File: config.mk
export PLATFORM = sky130hd
export DESIGN_NAME = irf_frame_ctrl
export DESIGN_NICKNAME = d
export VERILOG_FILES = /design/src/common/irf_pkg.sv /design/src/rtl/irf_frame_ctrl.sv /design/src/rtl/irf_status_queue.sv /design/src/rtl/irf_tx_counter.sv
export SDC_FILE = /design/constraint.sdc
export NUM_CORES = 1
export LEC_CHECK = 0
export ABC_AREA = 1
export BUFFER_PORTS_ARGS = -buffer_cell sky130_fd_sc_hd__buf_2
export CAP_MARGIN = 20
export CORE_MARGIN = 1
export CORE_UTILIZATION = 57
export CTS_CLUSTER_DIAMETER = 120
export CTS_CLUSTER_SIZE = 30
export DETAILED_ROUTE_END_ITERATION = 8
export PLACE_DENSITY = 0.78
export SKIP_LAST_GASP = 1
export SLEW_MARGIN = 20
export SYNTH_ARGS = -nofsm -noshare
export SYNTH_HDL_FRONTEND = slang
export SYNTH_SLANG_ARGS = --single-unit
File: constraint.sdc
create_clock -name i_clk -period 3.1 [get_ports i_clk]
set_clock_uncertainty 0.05 [all_clocks]
set_input_delay 0.465 -clock i_clk [delete_from_list [all_inputs] [get_ports i_clk]]
set_output_delay 0.465 -clock i_clk [all_outputs]
set_load 0.01 [all_outputs]
File: src/common/irf_pkg.sv
package irf_pkg;
   // operating modes as seen by this block
   typedef enum logic [2:0] {
      IRF_MODE_UART = 3'h0,
      IRF_MODE_ASK = 3'h1,
      IRF_MODE_SIR = 3'h2,
      IRF_MODE_MID = 3'h3,
      IRF_MODE_FAST = 3'h4,
      IRF_MODE_CONS = 3'h5
   } irf_mode_t;

   // banks and offsets
   localparam logic [2:0] IRF_BANK_STATUS = 3'h5;
   localparam logic [2:0] IRF_BANK_CTRL3 = 3'h6;
   localparam logic [2:0] IRF_OFS_CTRL2 = 3'h4;
   localparam logic [2:0] IRF_OFS_FRAME_STATUS = 3'h5;
   localparam logic [2:0] IRF_OFS_LEN_LOW = 3'h6;
   localparam logic [2:0] IRF_OFS_LEN_HIGH = 3'h7;
   localparam logic [2:0] IRF_OFS_CTRL3 = 3'h0;

   // reset values and writable masks
   localparam logic [7:0] IRF_CTRL2_RST = 8'h02;
   localparam logic [7:0] IRF_CTRL2_MASK = 8'h7f;
   localparam logic [7:0] IRF_CTRL3_RST = 8'h20;
   localparam logic [7:0] IRF_CTRL3_MASK = 8'hf6;

   // control two fields
   localparam int IRF_C2_FULL_DUPLEX = 0;
   localparam int IRF_C2_MSR_OVERRIDE = 1;
   localparam int IRF_C2_MID_RATE = 2;
   localparam int IRF_C2_FRAME_END_STOP = 3;
   localparam int IRF_C2_AUX_RX = 4;
   localparam int IRF_C2_TC_SOURCE = 5;
   localparam int IRF_C2_THRESH_SEL = 6;

   // control three fields
   localparam int IRF_C3_CRC_DIS = 1;
   localparam int IRF_C3_CRC_INV = 2;
   localparam int IRF_C3_MID_CRC32 = 4;
   localparam int IRF_C3_FAST_CRC32 = 5;
   localparam int IRF_C3_MOD_DIS = 6;
   localparam int IRF_C3_DEMOD_DIS = 7;

   // frame status byte fields
   localparam int IRF_ST_STATUS_QUEUE_OVERRUN = 0;
   localparam int IRF_ST_DATA_QUEUE_OVERRUN = 1;
   localparam int IRF_ST_CRC = 2;
   localparam int IRF_ST_PHY = 3;
   localparam int IRF_ST_MAXLEN = 4;
   localparam int IRF_ST_LOST = 6;
   localparam int IRF_ST_VALID = 7;

   localparam int IRF_LEN_W = 13;
   localparam int IRF_QUEUE_DEPTH = 8;
   localparam logic [3:0] IRF_THRESH_LOW = 4'h2;
   localparam logic [3:0] IRF_THRESH_HIGH = 4'h4;
   localparam logic [7:0] IRF_MSR_FORCED = 8'h30;
endpackage : irf_pkg

File: src/rtl/irf_frame_ctrl.sv
`timescale 1ns/1ns
// Contract
// - full duplex keeps receiver open while transmitting
// - in ir modes override forces modem status 30h, no irq
// - mid rate select halves mid bit rate
// - frame end stop halts transmitter in mid or fast mode
// - aux select picks auxiliary receive input
// - terminal count source picks pio or dma
// - irq at threshold or queue time-out
// - eight entry status queue, frames or overrun
// - queue flushed on reset or soft reset
// - push frames in mid or fast mode with dma, reject when full
// - overrun flags for status or data drop
// - checksum mismatch sets checksum error flag
// - physical layer error per mode
// - over maximum length sets length overflow
// - bit six entry type, bit seven valid
// - frame errors also reach line status
// - low length or lost frame count
// - high length bits, read pops entry
// - checksum disable and invert on transmit
// - checksum length per mid and fast mode
// - ask modulation and demodulation disables
// - byte counter loads length, counts down
module irf_frame_ctrl
   import irf_pkg::*;
(
   input wire logic i_clk,
   input wire logic i_resetn,
   input wire logic [2:0] i_bank,
   input wire logic [2:0] i_addr,
   input wire logic i_wr,
   input wire logic i_rd,
   input wire logic [7:0] i_wdata,
   output logic [7:0] o_rdata,
   input wire logic [2:0] i_mode,
   input wire logic i_dma_enable,
   input wire logic i_legacy_dma,
   input wire logic i_dma_transfer,
   input wire logic i_rx_soft_reset,
   input wire logic i_ir_rx_main,
   input wire logic i_ir_rx_aux,
   input wire logic i_tx_active,
   input wire logic [7:0] i_modem_status_raw,
   input wire logic i_modem_irq_raw,
   input wire logic i_mid_bit_tick,
   input wire logic i_tx_frame_start,
   input wire logic i_tx_byte_sent,
   input wire logic [IRF_LEN_W-1:0] i_tx_frame_length,
   input wire logic i_halt_clear,
   input wire logic i_frame_done,
   input wire logic [IRF_LEN_W-1:0] i_frame_len,
   input wire logic [IRF_LEN_W-1:0] i_rx_length_overflow,
   input wire logic [31:0] i_crc_received,
   input wire logic [31:0] i_crc_computed,
   input wire logic i_encoding_error,
   input wire logic i_bof_data_bof,
   input wire logic i_abort_seen,
   input wire logic i_data_queue_drop,
   input wire logic i_queue_timeout,
   output logic o_ir_rx,
   output logic [7:0] o_modem_status,
   output logic o_modem_irq,
   output logic o_mid_bit_en,
   output logic o_halted_on_frame_end,
   output logic o_tx_eof,
   output logic [IRF_LEN_W-1:0] o_tx_byte_count,
   output logic o_crc_append,
   output logic o_crc_invert,
   output logic o_crc32,
   output logic o_ask_mod_en,
   output logic o_ask_demod_en,
   output logic o_status_irq,
   output logic [4:0] o_line_status_err,
   output logic o_frame_reject
);
   localparam int EW = IRF_LEN_W + 8;
   localparam int CW = $clog2(IRF_QUEUE_DEPTH) + 1;

   logic [7:0] ctrl2_r;
   logic [7:0] ctrl3_r;
   logic [7:0] rdata_r;
   logic [1:0] main_sync_r;
   logic [1:0] aux_sync_r;
   logic rx_sel_r;
   logic [7:0] msr_r;
   logic msr_irq_r;
   logic half_r;
   logic bit_en_r;
   logic halted_r;
   logic crc_app_r;
   logic crc_inv_r;
   logic crc32_r;
   logic mod_en_r;
   logic demod_en_r;
   logic irq_r;
   logic tout_r;
   logic [4:0] lsr_err_r;
   logic reject_r;
   logic pend_r;
   logic [7:0] pend_status_r;
   logic [IRF_LEN_W-1:0] pend_len_r;
   logic [7:0] lost_cnt_r;
   logic lost_data_queue_overrun_r;
   logic lost_status_queue_overrun_r;
   logic in_frame_data_queue_overrun_r;

   logic [EW-1:0] q_bottom;
   logic [EW-1:0] q_data;
   logic [CW-1:0] q_count;
   logic q_full;
   logic q_empty;
   logic q_push;
   logic q_pop;
   logic q_flush;
   logic tx_eof;
   logic [IRF_LEN_W-1:0] tx_count;
   logic ir_mode;
   logic hs_mode;
   logic queueing;
   logic crc_bad;
   logic phy_bad;
   logic [7:0] new_status;
   logic push_frame;
   logic push_lost;
   logic drop_frame;
   logic reg_rd;
   logic [3:0] thresh;

   function automatic logic hit(input logic [2:0] bank, input logic [2:0] ofs, input logic [2:0] b,
                                input logic [2:0] a);
      hit = (bank == b) && (ofs == a);
   endfunction : hit

   assign ir_mode = (i_mode != IRF_MODE_UART);
   assign hs_mode = (i_mode == IRF_MODE_MID) || (i_mode == IRF_MODE_FAST);
   assign queueing = hs_mode && i_dma_enable && i_legacy_dma;
   assign q_flush = i_rx_soft_reset;
   assign reg_rd = i_rd && !i_wr;

   assign crc_bad = o_crc32 ? (i_crc_received != i_crc_computed)
                            : (i_crc_received[15:0] != i_crc_computed[15:0]);
   assign phy_bad = (i_mode == IRF_MODE_FAST) ? (i_encoding_error || i_bof_data_bof)
                                              : ((i_mode == IRF_MODE_MID) && i_abort_seen);

   always_comb begin
      new_status = 8'h00;
      new_status[IRF_ST_DATA_QUEUE_OVERRUN] = in_frame_data_queue_overrun_r || i_data_queue_drop;
      new_status[IRF_ST_CRC] = crc_bad;
      new_status[IRF_ST_PHY] = phy_bad;
      new_status[IRF_ST_MAXLEN] = (i_frame_len > i_rx_length_overflow);
   end

   // overrun record first so lost frames are reported in order
   assign push_lost = pend_r && !q_full && (lost_cnt_r != 8'h00 || lost_data_queue_overrun_r || lost_status_queue_overrun_r);
   assign push_frame = pend_r && !q_full && !push_lost;
   assign drop_frame = pend_r && q_full;
   assign q_push = push_lost || push_frame;

   always_comb begin
      q_data = '0;
      if (push_lost) begin
         q_data[IRF_ST_LOST] = 1'b1;
         q_data[IRF_ST_DATA_QUEUE_OVERRUN] = lost_data_queue_overrun_r;
         q_data[IRF_ST_STATUS_QUEUE_OVERRUN] = lost_status_queue_overrun_r;
         q_data[8 +: 8] = lost_cnt_r;
      end else begin
         q_data[7:0] = pend_status_r;
         q_data[8 +: IRF_LEN_W] = pend_len_r;
      end
   end

   assign q_pop = reg_rd && hit(i_bank, i_addr, IRF_BANK_STATUS, IRF_OFS_LEN_HIGH) && !q_empty;

   irf_status_queue #(
      .WIDTH(EW),
      .DEPTH(IRF_QUEUE_DEPTH)
   ) u_queue (
      .i_clk(i_clk),
      .i_resetn(i_resetn),
      .i_flush(q_flush),
      .i_push(q_push),
      .i_data(q_data),
      .i_pop(q_pop),
      .o_bottom(q_bottom),
      .o_count(q_count),
      .o_full(q_full),
      .o_empty(q_empty)
   );

   irf_tx_counter u_tx_counter (
      .i_clk(i_clk),
      .i_resetn(i_resetn),
      .i_frame_start(i_tx_frame_start),
      .i_byte_sent(i_tx_byte_sent),
      .i_frame_length(i_tx_frame_length),
      .i_tc_source_dma(ctrl2_r[IRF_C2_TC_SOURCE]),
      .i_dma_transfer(i_dma_transfer),
      .o_count(tx_count),
      .o_eof(tx_eof)
   );

   always_ff @(posedge i_clk or negedge i_resetn) begin
      if (!i_resetn) begin
         ctrl2_r <= IRF_CTRL2_RST;
         ctrl3_r <= IRF_CTRL3_RST;
      end else if (i_wr) begin
         if (hit(i_bank, i_addr, IRF_BANK_STATUS, IRF_OFS_CTRL2)) begin
            ctrl2_r <= i_wdata & IRF_CTRL2_MASK;
         end
         if (hit(i_bank, i_addr, IRF_BANK_CTRL3, IRF_OFS_CTRL3)) begin
            ctrl3_r <= i_wdata & IRF_CTRL3_MASK;
         end
      end
   end

   // read data, reserved bits read zero
   always_ff @(posedge i_clk or negedge i_resetn) begin
      if (!i_resetn) begin
         rdata_r <= 8'h00;
      end else if (reg_rd) begin
         rdata_r <= 8'h00;
         if (hit(i_bank, i_addr, IRF_BANK_STATUS, IRF_OFS_CTRL2)) begin
            rdata_r <= ctrl2_r;
         end else if (hit(i_bank, i_addr, IRF_BANK_CTRL3, IRF_OFS_CTRL3)) begin
            rdata_r <= ctrl3_r;
         end else if (!q_empty) begin
            if (hit(i_bank, i_addr, IRF_BANK_STATUS, IRF_OFS_FRAME_STATUS)) begin
               rdata_r <= {1'b1, q_bottom[6], 1'b0, q_bottom[4:0]};
            end else if (hit(i_bank, i_addr, IRF_BANK_STATUS, IRF_OFS_LEN_LOW)) begin
               rdata_r <= q_bottom[8 +: 8];
            end else if (hit(i_bank, i_addr, IRF_BANK_STATUS, IRF_OFS_LEN_HIGH)) begin
               rdata_r <= q_bottom[IRF_ST_LOST] ? 8'h00 : {3'h0, q_bottom[16 +: 5]};
            end
         end
      end
   end

   // two stage sync of both receive pins
   always_ff @(posedge i_clk or negedge i_resetn) begin
      if (!i_resetn) begin
         main_sync_r <= 2'h0;
         aux_sync_r <= 2'h0;
      end else begin
         main_sync_r <= {main_sync_r[0], i_ir_rx_main};
         aux_sync_r <= {aux_sync_r[0], i_ir_rx_aux};
      end
   end

   always_ff @(posedge i_clk or negedge i_resetn) begin
      if (!i_resetn) begin
         rx_sel_r <= 1'b0;
      end else if (i_tx_active && !ctrl2_r[IRF_C2_FULL_DUPLEX]) begin
         rx_sel_r <= 1'b0;
      end else begin
         rx_sel_r <= ctrl2_r[IRF_C2_AUX_RX] ? aux_sync_r[1] : main_sync_r[1];
      end
   end

   always_ff @(posedge i_clk or negedge i_resetn) begin
      if (!i_resetn) begin
         msr_r <= 8'h00;
         msr_irq_r <= 1'b0;
      end else if (ir_mode && ctrl2_r[IRF_C2_MSR_OVERRIDE]) begin
         msr_r <= IRF_MSR_FORCED;
         msr_irq_r <= 1'b0;
      end else begin
         msr_r <= i_modem_status_raw;
         msr_irq_r <= i_modem_irq_raw;
      end
   end

   // half rate drops every other tick
   always_ff @(posedge i_clk or negedge i_resetn) begin
      if (!i_resetn) begin
         half_r <= 1'b0;
         bit_en_r <= 1'b0;
      end else begin
         if (i_mid_bit_tick) begin
            half_r <= !half_r;
         end
         bit_en_r <= i_mid_bit_tick && (!ctrl2_r[IRF_C2_MID_RATE] || half_r);
      end
   end

   // halt on counter eof, set wins
   always_ff @(posedge i_clk or negedge i_resetn) begin
      if (!i_resetn) begin
         halted_r <= 1'b0;
      end else if (tx_eof && hs_mode && ctrl2_r[IRF_C2_FRAME_END_STOP]) begin
         halted_r <= 1'b1;
      end else if (i_halt_clear) begin
         halted_r <= 1'b0;
      end
   end

   always_ff @(posedge i_clk or negedge i_resetn) begin
      if (!i_resetn) begin
         crc_app_r <= 1'b1;
         crc_inv_r <= 1'b0;
         crc32_r <= 1'b0;
         mod_en_r <= 1'b1;
         demod_en_r <= 1'b1;
      end else begin
         crc_app_r <= !ctrl3_r[IRF_C3_CRC_DIS];
         crc_inv_r <= ctrl3_r[IRF_C3_CRC_INV];
         crc32_r <= (i_mode == IRF_MODE_FAST) ? ctrl3_r[IRF_C3_FAST_CRC32] : ctrl3_r[IRF_C3_MID_CRC32];
         mod_en_r <= !ctrl3_r[IRF_C3_MOD_DIS];
         demod_en_r <= !ctrl3_r[IRF_C3_DEMOD_DIS];
      end
   end

   // one frame stage ahead of the queue; frames arrive far apart
   always_ff @(posedge i_clk or negedge i_resetn) begin
      if (!i_resetn) begin
         pend_r <= 1'b0;
         pend_status_r <= 8'h00;
         pend_len_r <= '0;
         in_frame_data_queue_overrun_r <= 1'b0;
      end else if (q_flush) begin
         pend_r <= 1'b0;
         in_frame_data_queue_overrun_r <= 1'b0;
      end else begin
         if (i_frame_done && queueing) begin
            pend_r <= 1'b1;
            pend_status_r <= new_status;
            pend_len_r <= i_frame_len;
         end else if (push_frame || drop_frame) begin
            pend_r <= 1'b0;
         end
         if (i_frame_done) begin
            in_frame_data_queue_overrun_r <= 1'b0;
         end else if (i_data_queue_drop) begin
            in_frame_data_queue_overrun_r <= 1'b1;
         end
      end
   end

   always_ff @(posedge i_clk or negedge i_resetn) begin
      if (!i_resetn) begin
         lost_cnt_r <= 8'h00;
         lost_data_queue_overrun_r <= 1'b0;
         lost_status_queue_overrun_r <= 1'b0;
         reject_r <= 1'b0;
      end else begin
         reject_r <= drop_frame;
         if (q_flush || push_lost) begin
            lost_cnt_r <= 8'h00;
            lost_data_queue_overrun_r <= 1'b0;
            lost_status_queue_overrun_r <= 1'b0;
         end else if (drop_frame) begin
            if (lost_cnt_r != 8'hff) begin
               lost_cnt_r <= lost_cnt_r + 8'h01;
            end
            lost_status_queue_overrun_r <= 1'b1;
            lost_data_queue_overrun_r <= lost_data_queue_overrun_r || pend_status_r[IRF_ST_DATA_QUEUE_OVERRUN];
         end
      end
   end

   always_ff @(posedge i_clk or negedge i_resetn) begin
      if (!i_resetn) begin
         lsr_err_r <= 5'h00;
      end else begin
         lsr_err_r <= push_frame ? pend_status_r[4:0] : (push_lost ? q_data[4:0] : 5'h00);
      end
   end

   assign thresh = ctrl2_r[IRF_C2_THRESH_SEL] ? IRF_THRESH_HIGH : IRF_THRESH_LOW;

   // threshold or time-out, time-out set wins over pop
   always_ff @(posedge i_clk or negedge i_resetn) begin
      if (!i_resetn) begin
         tout_r <= 1'b0;
         irq_r <= 1'b0;
      end else begin
         // flush first, else a stale latch holds irq on an empty queue
         if (q_flush) begin
            tout_r <= 1'b0;
         end else if (i_queue_timeout && !q_empty) begin
            tout_r <= 1'b1;
         end else if (q_pop) begin
            tout_r <= 1'b0;
         end
         irq_r <= (4'(q_count) >= thresh) || tout_r;
      end
   end

   assign o_rdata = rdata_r;
   assign o_ir_rx = rx_sel_r;
   assign o_modem_status = msr_r;
   assign o_modem_irq = msr_irq_r;
   assign o_mid_bit_en = bit_en_r;
   assign o_halted_on_frame_end = halted_r;
   assign o_tx_eof = tx_eof;
   assign o_tx_byte_count = tx_count;
   assign o_crc_append = crc_app_r;
   assign o_crc_invert = crc_inv_r;
   assign o_crc32 = crc32_r;
   assign o_ask_mod_en = mod_en_r;
   assign o_ask_demod_en = demod_en_r;
   assign o_status_irq = irq_r;
   assign o_line_status_err = lsr_err_r;
   assign o_frame_reject = reject_r;
endmodule : irf_frame_ctrl

File: src/rtl/irf_status_queue.sv
`timescale 1ns/1ns
module irf_status_queue #(
   parameter int WIDTH = 21,
   parameter int DEPTH = 8
) (
   input wire logic i_clk,
   input wire logic i_resetn,
   input wire logic i_flush,
   input wire logic i_push,
   input wire logic [WIDTH-1:0] i_data,
   input wire logic i_pop,
   output logic [WIDTH-1:0] o_bottom,
   output logic [$clog2(DEPTH):0] o_count,
   output logic o_full,
   output logic o_empty
);
   localparam int AW = $clog2(DEPTH);
   logic [WIDTH-1:0] mem_r [DEPTH];
   logic [AW-1:0] wr_ptr_r;
   logic [AW-1:0] rd_ptr_r;
   logic [AW:0] count_r;
   logic do_push;
   logic do_pop;

   assign o_full = (count_r == (AW+1)'(DEPTH));
   assign o_empty = (count_r == '0);
   assign do_push = i_push && !o_full;
   assign do_pop = i_pop && !o_empty;
   assign o_bottom = mem_r[rd_ptr_r];
   assign o_count = count_r;

   always_ff @(posedge i_clk) begin
      if (do_push) begin
         mem_r[wr_ptr_r] <= i_data;
      end
   end

   always_ff @(posedge i_clk or negedge i_resetn) begin
      if (!i_resetn) begin
         wr_ptr_r <= '0;
         rd_ptr_r <= '0;
         count_r <= '0;
      end else if (i_flush) begin
         wr_ptr_r <= '0;
         rd_ptr_r <= '0;
         count_r <= '0;
      end else begin
         if (do_push) begin
            wr_ptr_r <= wr_ptr_r + 1'b1;
         end
         if (do_pop) begin
            rd_ptr_r <= rd_ptr_r + 1'b1;
         end
         count_r <= count_r + (AW+1)'(do_push) - (AW+1)'(do_pop);
      end
   end
endmodule : irf_status_queue

File: src/rtl/irf_tx_counter.sv
`timescale 1ns/1ns
module irf_tx_counter
   import irf_pkg::*;
(
   input wire logic i_clk,
   input wire logic i_resetn,
   input wire logic i_frame_start,
   input wire logic i_byte_sent,
   input wire logic [IRF_LEN_W-1:0] i_frame_length,
   input wire logic i_tc_source_dma,
   input wire logic i_dma_transfer,
   output logic [IRF_LEN_W-1:0] o_count,
   output logic o_eof
);
   logic [IRF_LEN_W-1:0] count_r;
   logic eof_r;
   logic tc_now;

   assign o_count = count_r;
   assign o_eof = eof_r;
   assign tc_now = i_byte_sent && !i_frame_start && (count_r == IRF_LEN_W'(1));

   always_ff @(posedge i_clk or negedge i_resetn) begin
      if (!i_resetn) begin
         count_r <= '0;
      end else if (i_frame_start) begin
         count_r <= i_frame_length;
      end else if (i_byte_sent && count_r != '0) begin
         count_r <= count_r - 1'b1;
      end
   end

   always_ff @(posedge i_clk or negedge i_resetn) begin
      if (!i_resetn) begin
         eof_r <= 1'b0;
      end else begin
         eof_r <= tc_now && (i_tc_source_dma == i_dma_transfer);
      end
   end
endmodule : irf_tx_counter

== Yosys cells after proc, flatten, opt, wreduce, memory -nomap -nowiden ==
Memory sizes are Yosys's and may differ from the RTL's.
Index checks and enable logic that the tools add are counted.

* Register bits after elaboration: 104
* Bits in writable memories: 152
* Bits of input ports: 150
* Output and inout port bits: 46
* Memories kept: 1

* $add $sub $neg: 6
* $lt $le $gt $ge: 2
* Equal/unequal tests: 14
* Muxes and demuxes: 49
* Bitwise operators: 1
* Reductions and logical operators: 68

{| class="wikitable"
|+ Memory list
! name !! depth !! bits a word !! rd ports !! clocked after memory_dff !! wr ports !! RTL line !! RTL
|-
| u_queue.mem_r || 8 || 19 || 1 || 0 || 1 || irf_status_queue.sv:18 || <nowiki>logic [WIDTH-1:0] mem_r [DEPTH];</nowiki>
|}

{| class="wikitable"
|+ Operator list
! cell !! number
|-
| 8-bit 2-to-1 mux || 10
|-
| 32-bit inequality test || 1
|-
| 1-bit logical AND || 28
|-
| 13-bit 2-to-1 mux || 2
|-
| 5-bit 2-to-1 mux || 5
|-
| 1-bit 2-to-1 mux || 24
|-
| 3-bit equality test, second input constant || 7
|-
| 3-bit 2-to-1 mux || 6
|-
| 16-bit inequality test || 1
|-
| 13-bit by 1-bit equality test with 1-bit output, second input constant || 1
|-
| 13-bit greater-than comparator || 1
|-
| 13-bit nonzero test || 1
|-
| 13-bit by 1-bit subtractor with 13-bit output, second input constant || 1
|-
| 2-bit nonzero test || 6
|-
| 3-bit nonzero test || 4
|-
| 1-bit zero test || 11
|-
| 1-bit logical OR || 11
|-
| 8-bit by 1-bit adder with 8-bit output, second input constant || 1
|-
| 8-bit inequality test, second input constant || 1
|-
| 2-bit AND reduction || 4
|-
| 8-bit nonzero test || 1
|-
| 3-bit by 1-bit adder with 3-bit output, second input constant || 2
|-
| 4-bit by 1-bit adder with 4-bit output || 1
|-
| 4-bit equality test, second input constant || 1
|-
| 9 further kinds || 9
|}

== Longest topological paths before layout ==
Gate-level depths: netlist (run 1).

* Depth after elaboration: 11
* Mapped depth: 16

== Modules after synthesis ==
Synthesis (run 1) repeated with hierarchy kept, for this count alone.

* Cell total of the unflattened synthesis: 1643
* Area, all modules: 13835.8 um2

{| class="wikitable"
|+ By module, submodules not included
! module !! instances !! cells an instance !! area an instance (um2)
|-
| irf_status_queue || 1 || 820 || 8025.2
|-
| irf_frame_ctrl || 1 || 659 || 4727.0
|-
| irf_tx_counter || 1 || 164 || 1083.5
|}

== Least setup slack after synthesis (run 1) ==
No wires, ideal clock.

* Path kind: register to register
* From: register u_queue.count_r[2], in the netlist u_queue.o_count[2]
* To: memory u_queue.mem_r[1][0] (netlist name) (enable)
* Setup time: 395 ps
* Data arrival time: 1923 ps
* Data required time: 2655 ps
* Path slack: 733 ps
* Cell stages (with the launch flop): 8
* Cell sequence: dfrtp_1 inv_1 ha_1 nand2_1 nand2_1 inv_1 nand2_1 nor2_1

* Cells in the longest elaborated chain, start to end: 10

{| class="wikitable"
|+ Ends and longest elaborated chain
! item !! RTL line !! RTL
|-
| from (decl) || irf_status_queue.sv:21 || <nowiki>logic [AW:0] count_r;</nowiki>
|-
| from (signal assigned) || irf_status_queue.sv:54 || <nowiki>count_r <= count_r + (AW+1)'(do_push) - (AW+1)'(do_pop);</nowiki>
|-
| 4-bit equality test (*) || irf_status_queue.sv:25 || <nowiki>assign o_full = (count_r == (AW+1)'(DEPTH));</nowiki>
|-
| 1-bit zero test (*) || irf_frame_ctrl.sv:155, irf_frame_ctrl.sv:156, irf_status_queue.sv:27 ||
|-
| 1-bit logical AND || irf_frame_ctrl.sv:155, irf_frame_ctrl.sv:156 ||
|-
| 1-bit logical AND || irf_frame_ctrl.sv:155 || <nowiki>assign push_lost = pend_r && !q_full && (lost_cnt_r != 8'h00 || lost_data_queue_overrun_r || lost_status_queue ...</nowiki>
|-
| 1-bit zero test || irf_frame_ctrl.sv:156 || <nowiki>assign push_frame = pend_r && !q_full && !push_lost;</nowiki>
|-
| 1-bit logical AND || irf_frame_ctrl.sv:156 ||
|-
| 1-bit logical OR || irf_frame_ctrl.sv:158 || <nowiki>assign q_push = push_lost || push_frame;</nowiki>
|-
| 1-bit logical AND (*) || irf_status_queue.sv:27 || <nowiki>assign do_push = i_push && !o_full;</nowiki>
|-
| 1-bit 2-to-1 mux (*) || irf_status_queue.sv:33 || <nowiki>if (do_push) begin</nowiki>
|-
| 1-bit 2-to-1 mux (implied by the code) (*) || irf_status_queue.sv:34 || <nowiki>mem_r[wr_ptr_r] <= i_data;</nowiki>
|-
| to (decl) || irf_status_queue.sv:18 ||
|}

Every way passes the cells marked *; elsewhere a longest branch is shown, timed or not.

== Worst setup path after layout (run 1) ==
* From: register u_queue.count_r[2], in the netlist u_queue.o_count[2]
* To: memory u_queue.mem_r[2][12] (netlist name), data pin

* Cells in the longest elaborated chain, start to end: 5

{| class="wikitable"
|+ Ends and longest elaborated chain
! item !! RTL line !! RTL
|-
| 4-bit equality test || irf_status_queue.sv:25 ||
|-
| 1-bit zero test || irf_frame_ctrl.sv:155 ||
|-
| 1-bit logical AND (2 in a row) || irf_frame_ctrl.sv:155 ||
|-
| 8-bit 2-to-1 mux || irf_frame_ctrl.sv:162 || <nowiki>if (push_lost) begin</nowiki>
|-
| named net q_data[14] || irf_frame_ctrl.sv:109 || <nowiki>logic [EW-1:0] q_data;</nowiki>
|}

The timed path passes the listed nets, and every way through them passes these cells.

==> flow_summary.yaml, run 1 <==
outcome:
  status: "finished clean"
global_routing:
  grt_pass1_vias: 8726
  groute.usage.overall_pct: 26.26
  grt_max_degree: 79
  grt_overflow: 0
  grt_first_pass_wirelength_um: 44070
  antenna_found_initial: 0
synthesis:
  synth.distinct_cells: 53
  async_reset_ff_share_pct: 40.63
  synth_cells: 1203
  yosysWarnings: 0
  yosysSeqAreaShare_pct: 60.03
  ys_seq_elements: 256
  synth_fp_nets: 1381
  synth_area_per_cell_um2: 9.933
  ys.flop_type: "edfxtp_1"
  synth_edf_count: 152
  synth_area_um2: 11950
floorplan:
  core-area_um2: 20360
  fp.dieH_um: 146.8
  die_w_um: 146.8
  io_pins: 196
  row_count: 52
  die_area_um2: 21550
  initial_core_util_pct: 58.68
placed_design:
  gp_congestion: 0.8553
  hpwl_um: 19290
  dp.cells: 1649
  portBuffers: 195
critical_path:
  max_stage_delay_ns: 0.90
  worstSetupPathType: "flip-flop to flip-flop"
  worst-path-max-fanout: 16
  end_kind: "flip-flop"
  arrival_ns: 2.64
  crit_family: "compound AO/OA/AOI/OAI gates"
  cp_cell_sequence: "inv_1 -> ha_1 -> nand2_1 -> nand2_1 -> nor2_4 -> inv_1 -> o21ai_0"
  critPathLaunchType: "flip-flop"
  path_buf_inv: 2
  cp_slowest_cell: "o21ai_0"
  crit_required_ns: 3.18
finish:
  nFillCells: 1588
  ff_latch_area_um2: 7174
  diodes: 0
  final_common_cell: "nand2_1"
  layout_common_cells: "nand2_1 (289), buf_2 (194), edfxtp_1 (152), inv_1 (144), dfrtp_1 (98)"
  area_growth_pct: 13.09
  layout-drive-gt1-share_pct: 18.93
  fin_nets: 1572
  multiInputGateArea_um2: 3906
  instances_no_fill: 1670
detailed_routing:
  drtIter0Drc: 767
  wl_um: 27930
  dr.pass1.iters: 5
  drc: 0
  wl_per_cell_um: 16.73
  vias: 9017
  vias_per_cell: 5.399
  ant_nets: 0
clock_tree:
  cts.clk_slew.worst_paths_ns: 0.11
  cts_setup_buffers: 0
  clockBufferDepth: 3
  cts_tree: "built"
  cts_sinks: 256
  numCtsBuffers: 12
  insertion_delay_ns: 0.49
  cts_root_buf: "clkbuf_16"
  htreeDepth: 1
pwr:
  p_leak_nw: 6.225
  pwr_density_cell_nw_per_um2: 481.3
  seq_power_share_pct: 60.9
  internal_power_mw: 4.928
  switching_power_mw: 1.576
  p_comb_share_pct: 11.0
  irDropWorstVdd_uv: 307.7
  pwr-share-clk_pct: 28.1
  swShare_pct: 24.23
run:
  maxCapViolCount: 0
timing:
  hold_viol_final: 0
  slew_violations: 0
  fmax_ghz: 0.3905
  rsz0062_at_grt: "false"
  tightest_slew_ns: 1.080
  finalCritPeriodShare_pct: 82.60
  finalSetupTns_ns: 0
  period_needed_ns: 2.561
  setup_viol: 0
  slew_headroom_pct: 27.26
worst_hold_path:
  worstHoldPathType: "input port to flip-flop"
state kept, by name, indices dropped and copies added, names as in the netlist, 5 cells and up:
| register | flops |
|---|---|
| u_queue.mem_r | 152 |
| u_tx_counter.o_count | 13 |
| o_modem_status | 8 |
| ctrl2_r | 7 |
| lost_cnt_r | 8 |
| pend_len_r | 13 |
| o_line_status_err | 5 |
| ctrl3_r | 6 |
| o_rdata | 8 |
metrics by stage:
step | setup slack [ns] | power [mW] | area [um^2] | utilization (%) | hold slack [ns]
floorplan | 0.7326 | 4.381 | 11950 | - | 0.1194
global placement | 0.5565 | 4.716 | 13140 | 64.52 | 0.2823
detailed placement | 0.4786 | 4.743 | 13140 | 64.52 | 0.2871
CTS | 0.6212 | 6.519 | 13510 | 66.36 | 0.01523
global route | 0.4351 | 6.717 | 13510 | 66.36 | 0.01567
finish | 0.5394 | 6.504 | 13510 | 66.36 | 0.02214
power groups by stage:
stage          logic, mW  clock network (mW)  registers [mW]
2_1_floorplan      0.356                   0            4.03
5_1_grt            0.805                1.94            3.97
3_3_place_gp       0.690                   0            4.03
4_1_cts            0.717                1.85            3.96
3_5_place_dp       0.714                   0            4.03
6_report           0.718                1.83            3.96
metal layers:
metal	part of all wire, %	vias to the layer above	global-route usage [%]
li1	-	4360	-
met1	41	4227	34.64
met2	50	382	45.47
met3	7.0	48	3.199
met4	2.5	0	8.333
met5	0	-	0
cells in the mapped netlist, drive strengths merged, types with 2 or more instances:
master,count,area share [%]
o21a,4,0.25
nand3,86,3.7
o221ai,4,0.29
nor2,104,3.8
dfrtp,99,21
o22ai,6,0.31
inv,150,4.8
a211oi,5,0.31
o21ai,71,3.0
nand2,291,9.2
a21oi,66,2.8
nor3,8,0.38
a22oi,8,0.50
a221oi,2,0.15
nand4,10,0.58
nor3b,3,0.23
xnor2,14,1.0
ha,27,2.8
dfstp,5,1.1
buf,32,2.2
edfxtp,152,38
nor4,5,0.26
o211ai,9,0.61
clkbuf,7,0.22
or2,5,0.26
xor2,21,1.5
layout make-up:
cell class	instances	share of cell area, %
Clock inverter	1	0.1204
Clock buffer	19	2.574
Inverter	151	4.287
Tap cell	270	2.500
Multi-Input combinational cell	757	28.91
Sequential cell	256	53.09
Timing Repair Buffer	216	8.518
logic make-up after synthesis:
kind of cell / synth area share (%)
AOI/OAI and AO/OA: 8.587
xor gates and xnor gates: 2.565
adders and majority gates: 2.995
buffers and inverters: 7.277
DFF: 60.03
muxes: 0.09423
and+or+nand+nor: 18.45
repair_timing:
action	4_1_cts	5_1_grt
hold buffers	1	0
hold endpoints to repair	45	0
gates resized for setup	0	0
worst paths after layout:
check                                              from                        endpoint  slack (ns)  depth (start not counted)
max                        u_queue.o_count[2]$_DFF_PN0_  u_queue.mem_r[2][12]$_DFFE_PP_        0.54                          7
min                                         i_ir_rx_aux         aux_sync_r[0]$_DFF_PN0_        0.02                          1
max reg2reg                u_queue.o_count[2]$_DFF_PN0_  u_queue.mem_r[2][12]$_DFFE_PP_        0.54                          7
min reg2reg                     aux_sync_r[0]$_DFF_PN0_         aux_sync_r[1]$_DFF_PN0_        0.31                          0
max in group asynchronous                      i_resetn          o_crc_append$_DFF_PN1_        1.69                          3
min in group asynchronous                      i_resetn          ctrl3_r[2]$_DFFE_PN0P_        0.51                          2
Power figures use the tool's default switching activity.
==> run 2: changes to the inputs <==
Settings changed: CORE_UTILIZATION 57 to 51, PLACE_DENSITY 0.78 to 0.74.
Clock period 3.1 ns to 2.1 ns, I/O delays scaled along.
==> flow_summary.yaml, run 2 (same netlist as run 1, synthesis figures left out) <==
placed_design:
  dp.cells: 1749
  gp_congestion: 0.8798
  hpwl_um: 20030
  portBuffers: 195
clock_tree:
  insertion_delay_ns: 0.49
  cts_tree: "built"
  htreeDepth: 1
  numCtsBuffers: 12
  cts_sinks: 256
  clockBufferDepth: 3
  cts.clk_slew.worst_paths_ns: 0.11
  cts_root_buf: "clkbuf_16"
finish:
  layout-drive-gt1-share_pct: 23.19
  final_common_cell: "nand2_1"
  diodes: 0
  fin_util_pct: 63.42
  layout_common_cells: "nand2_1 (288), buf_2 (194), edfxtp_1 (152), inv_1 (141), dfrtp_1 (98)"
  area_growth_pct: 20.89
  fin_nets: 1651
  regMostFlops: "u_queue.mem_r"
  instances_no_fill: 1792
  largest_register_ffs: 152
  nFillCells: 1819
global_routing:
  groute.usage.overall_pct: 23.98
  grt_pass1_vias: 9072
  grt_first_pass_wirelength_um: 45270
  antenna_found_initial: 0
  grt_max_degree: 53
  grt_overflow: 0
timing:
  setup_viol: 9
  worst_slack_ns: -0.07599
  slew_headroom_pct: 58.87
  holdWs_ns: 0.001071
  hold_viol_final: 0
  period_needed_ns: 2.176
  finalCritPeriodShare_pct: 103.6
  rsz0062_at_grt: "true"
  slew_violations: 0
  fmax_ghz: 0.4596
  tightest_slew_ns: 0.6169
  finalSetupTns_ns: -0.1369
floorplan:
  fp.dieH_um: 155.1
  row_count: 55
  die_w_um: 155.1
  io_pins: 196
  die_area_um2: 24050
  core-area_um2: 22780
  initial_core_util_pct: 52.46
pwr:
  p_leak_nw: 6.655
  irDropWorstVdd_uv: 477.7
  pwr_density_cell_nw_per_um2: 672.7
  finalPower_mw: 9.718
critical_path:
  worstSetupPathType: "flip-flop to flip-flop"
  worst-path-max-fanout: 3
  crit_start: "u_queue.o_count[2]$_DFF_PN0_"
  arrival_ns: 2.50
  r2r_start: "u_queue.o_count[2]$_DFF_PN0_"
  critPathLaunchType: "flip-flop"
  crit_required_ns: 2.43
  end_kind: "flip-flop"
detailed_routing:
  drtIter0Drc: 693
  dr.pass1.iters: 5
  vias_per_cell: 5.175
  wl_per_cell_um: 15.87
  wl_um: 28430
  drc: 0
  ant_nets: 0
  vias: 9274
outcome:
  status: "complete, but fails checks"
  failed_checks: "negative setup slack"
run:
  maxCapViolCount: 0
worst_hold_path:
  worstHoldPathType: "input port to flip-flop"
  min_from: "i_wdata[1]"
[run 2: changes by cell type in the layout (fill, tap and decap cells not counted), sizes merged]
cell / previous run / this run
buf: 215 / 275
clkbuf: 19 / 20
dlygate4sd3: 1 / 19
[run 2: critical path: stages (launching register included)]
cell,delay [ns]
dfrtp_1,0.40
inv_2,0.06
ha_2,0.18
nand2_2,0.08
inv_2,0.05
nor3_4,0.25
ha_4,0.24
inv_2,0.04
ha_2,0.17
fa_2,0.43
inv_1,0.07
nor2_1,0.04
[run 2: cell type report]
type	count	area [um^2]	area share [%]
inverters	151	581.8	4.028
clock buffers	19	347.8	2.408
clock inverters	1	16.27	0.1126
well taps	313	391.6	2.711
flip-flops and latches	256	7174	49.67
repair buffers	295	1969	13.63
multi-input cells	757	3964	27.44
[run 2: timing repair]
action | in CTS | in global routing
resized for setup | 6 | 16
pin swaps | 0 | 3
cloned | 0 | 1
setup endpoints to repair | 35 | 141
hold buffers | 19 | 0
endpoints found under the hold margin | 49 | 0
buffers inserted | 3 | 1
[run 2: metrics by stage]
step                      setup slack [ns]  area [um^2]
after floorplan                    -0.2653        11960
after global placement             -0.1369        13790
after detailed placement           -0.1826        13790
after CTS                         -0.07200        14370
after global routing               -0.1551        14450
final                             -0.07599        14450
[run 2: power breakdown]
part | switching, mW | internal [mW] | leakage, nW
Sequential | 0.135 | 5.70 | 2.70
Combinational | 0.704 | 0.488 | 3.78
Clock | 1.51 | 1.18 | 0.175
Total | 2.35 | 7.37 | 6.65
[run 2: worst paths after layout]
| path | end | slack, ns | cells after the start |
|---|---|---|---|
| max reg2reg | u_queue.o_count[1]$_DFF_PN0_ | -0.08 | 11 |
| min | ctrl2_r[1]$_DFFE_PN1P_ | 0.001 | 3 |
| max in group asynchronous | o_line_status_err[2]$_DFF_PN0_ | 1.07 | 3 |
| max | u_queue.o_count[1]$_DFF_PN0_ | -0.08 | 11 |
| min in group asynchronous | main_sync_r[1]$_DFF_PN0_ | 0.30 | 2 |
| min reg2reg | main_sync_r[1]$_DFF_PN0_ | 0.31 | 0 |
[run 2: per-layer routing]
| layer | part of all wire, % | up-vias | GRT usage (%) |
|---|---|---|---|
| met1 | 41 | 4330 | 32.31 |
| met4 | 1.8 | 0 | 5.139 |
| met5 | 0 | - | 0 |
| met2 | 49 | 380 | 41.91 |
| li1 | - | 4522 | - |
| met3 | 7.3 | 42 | 2.730 |
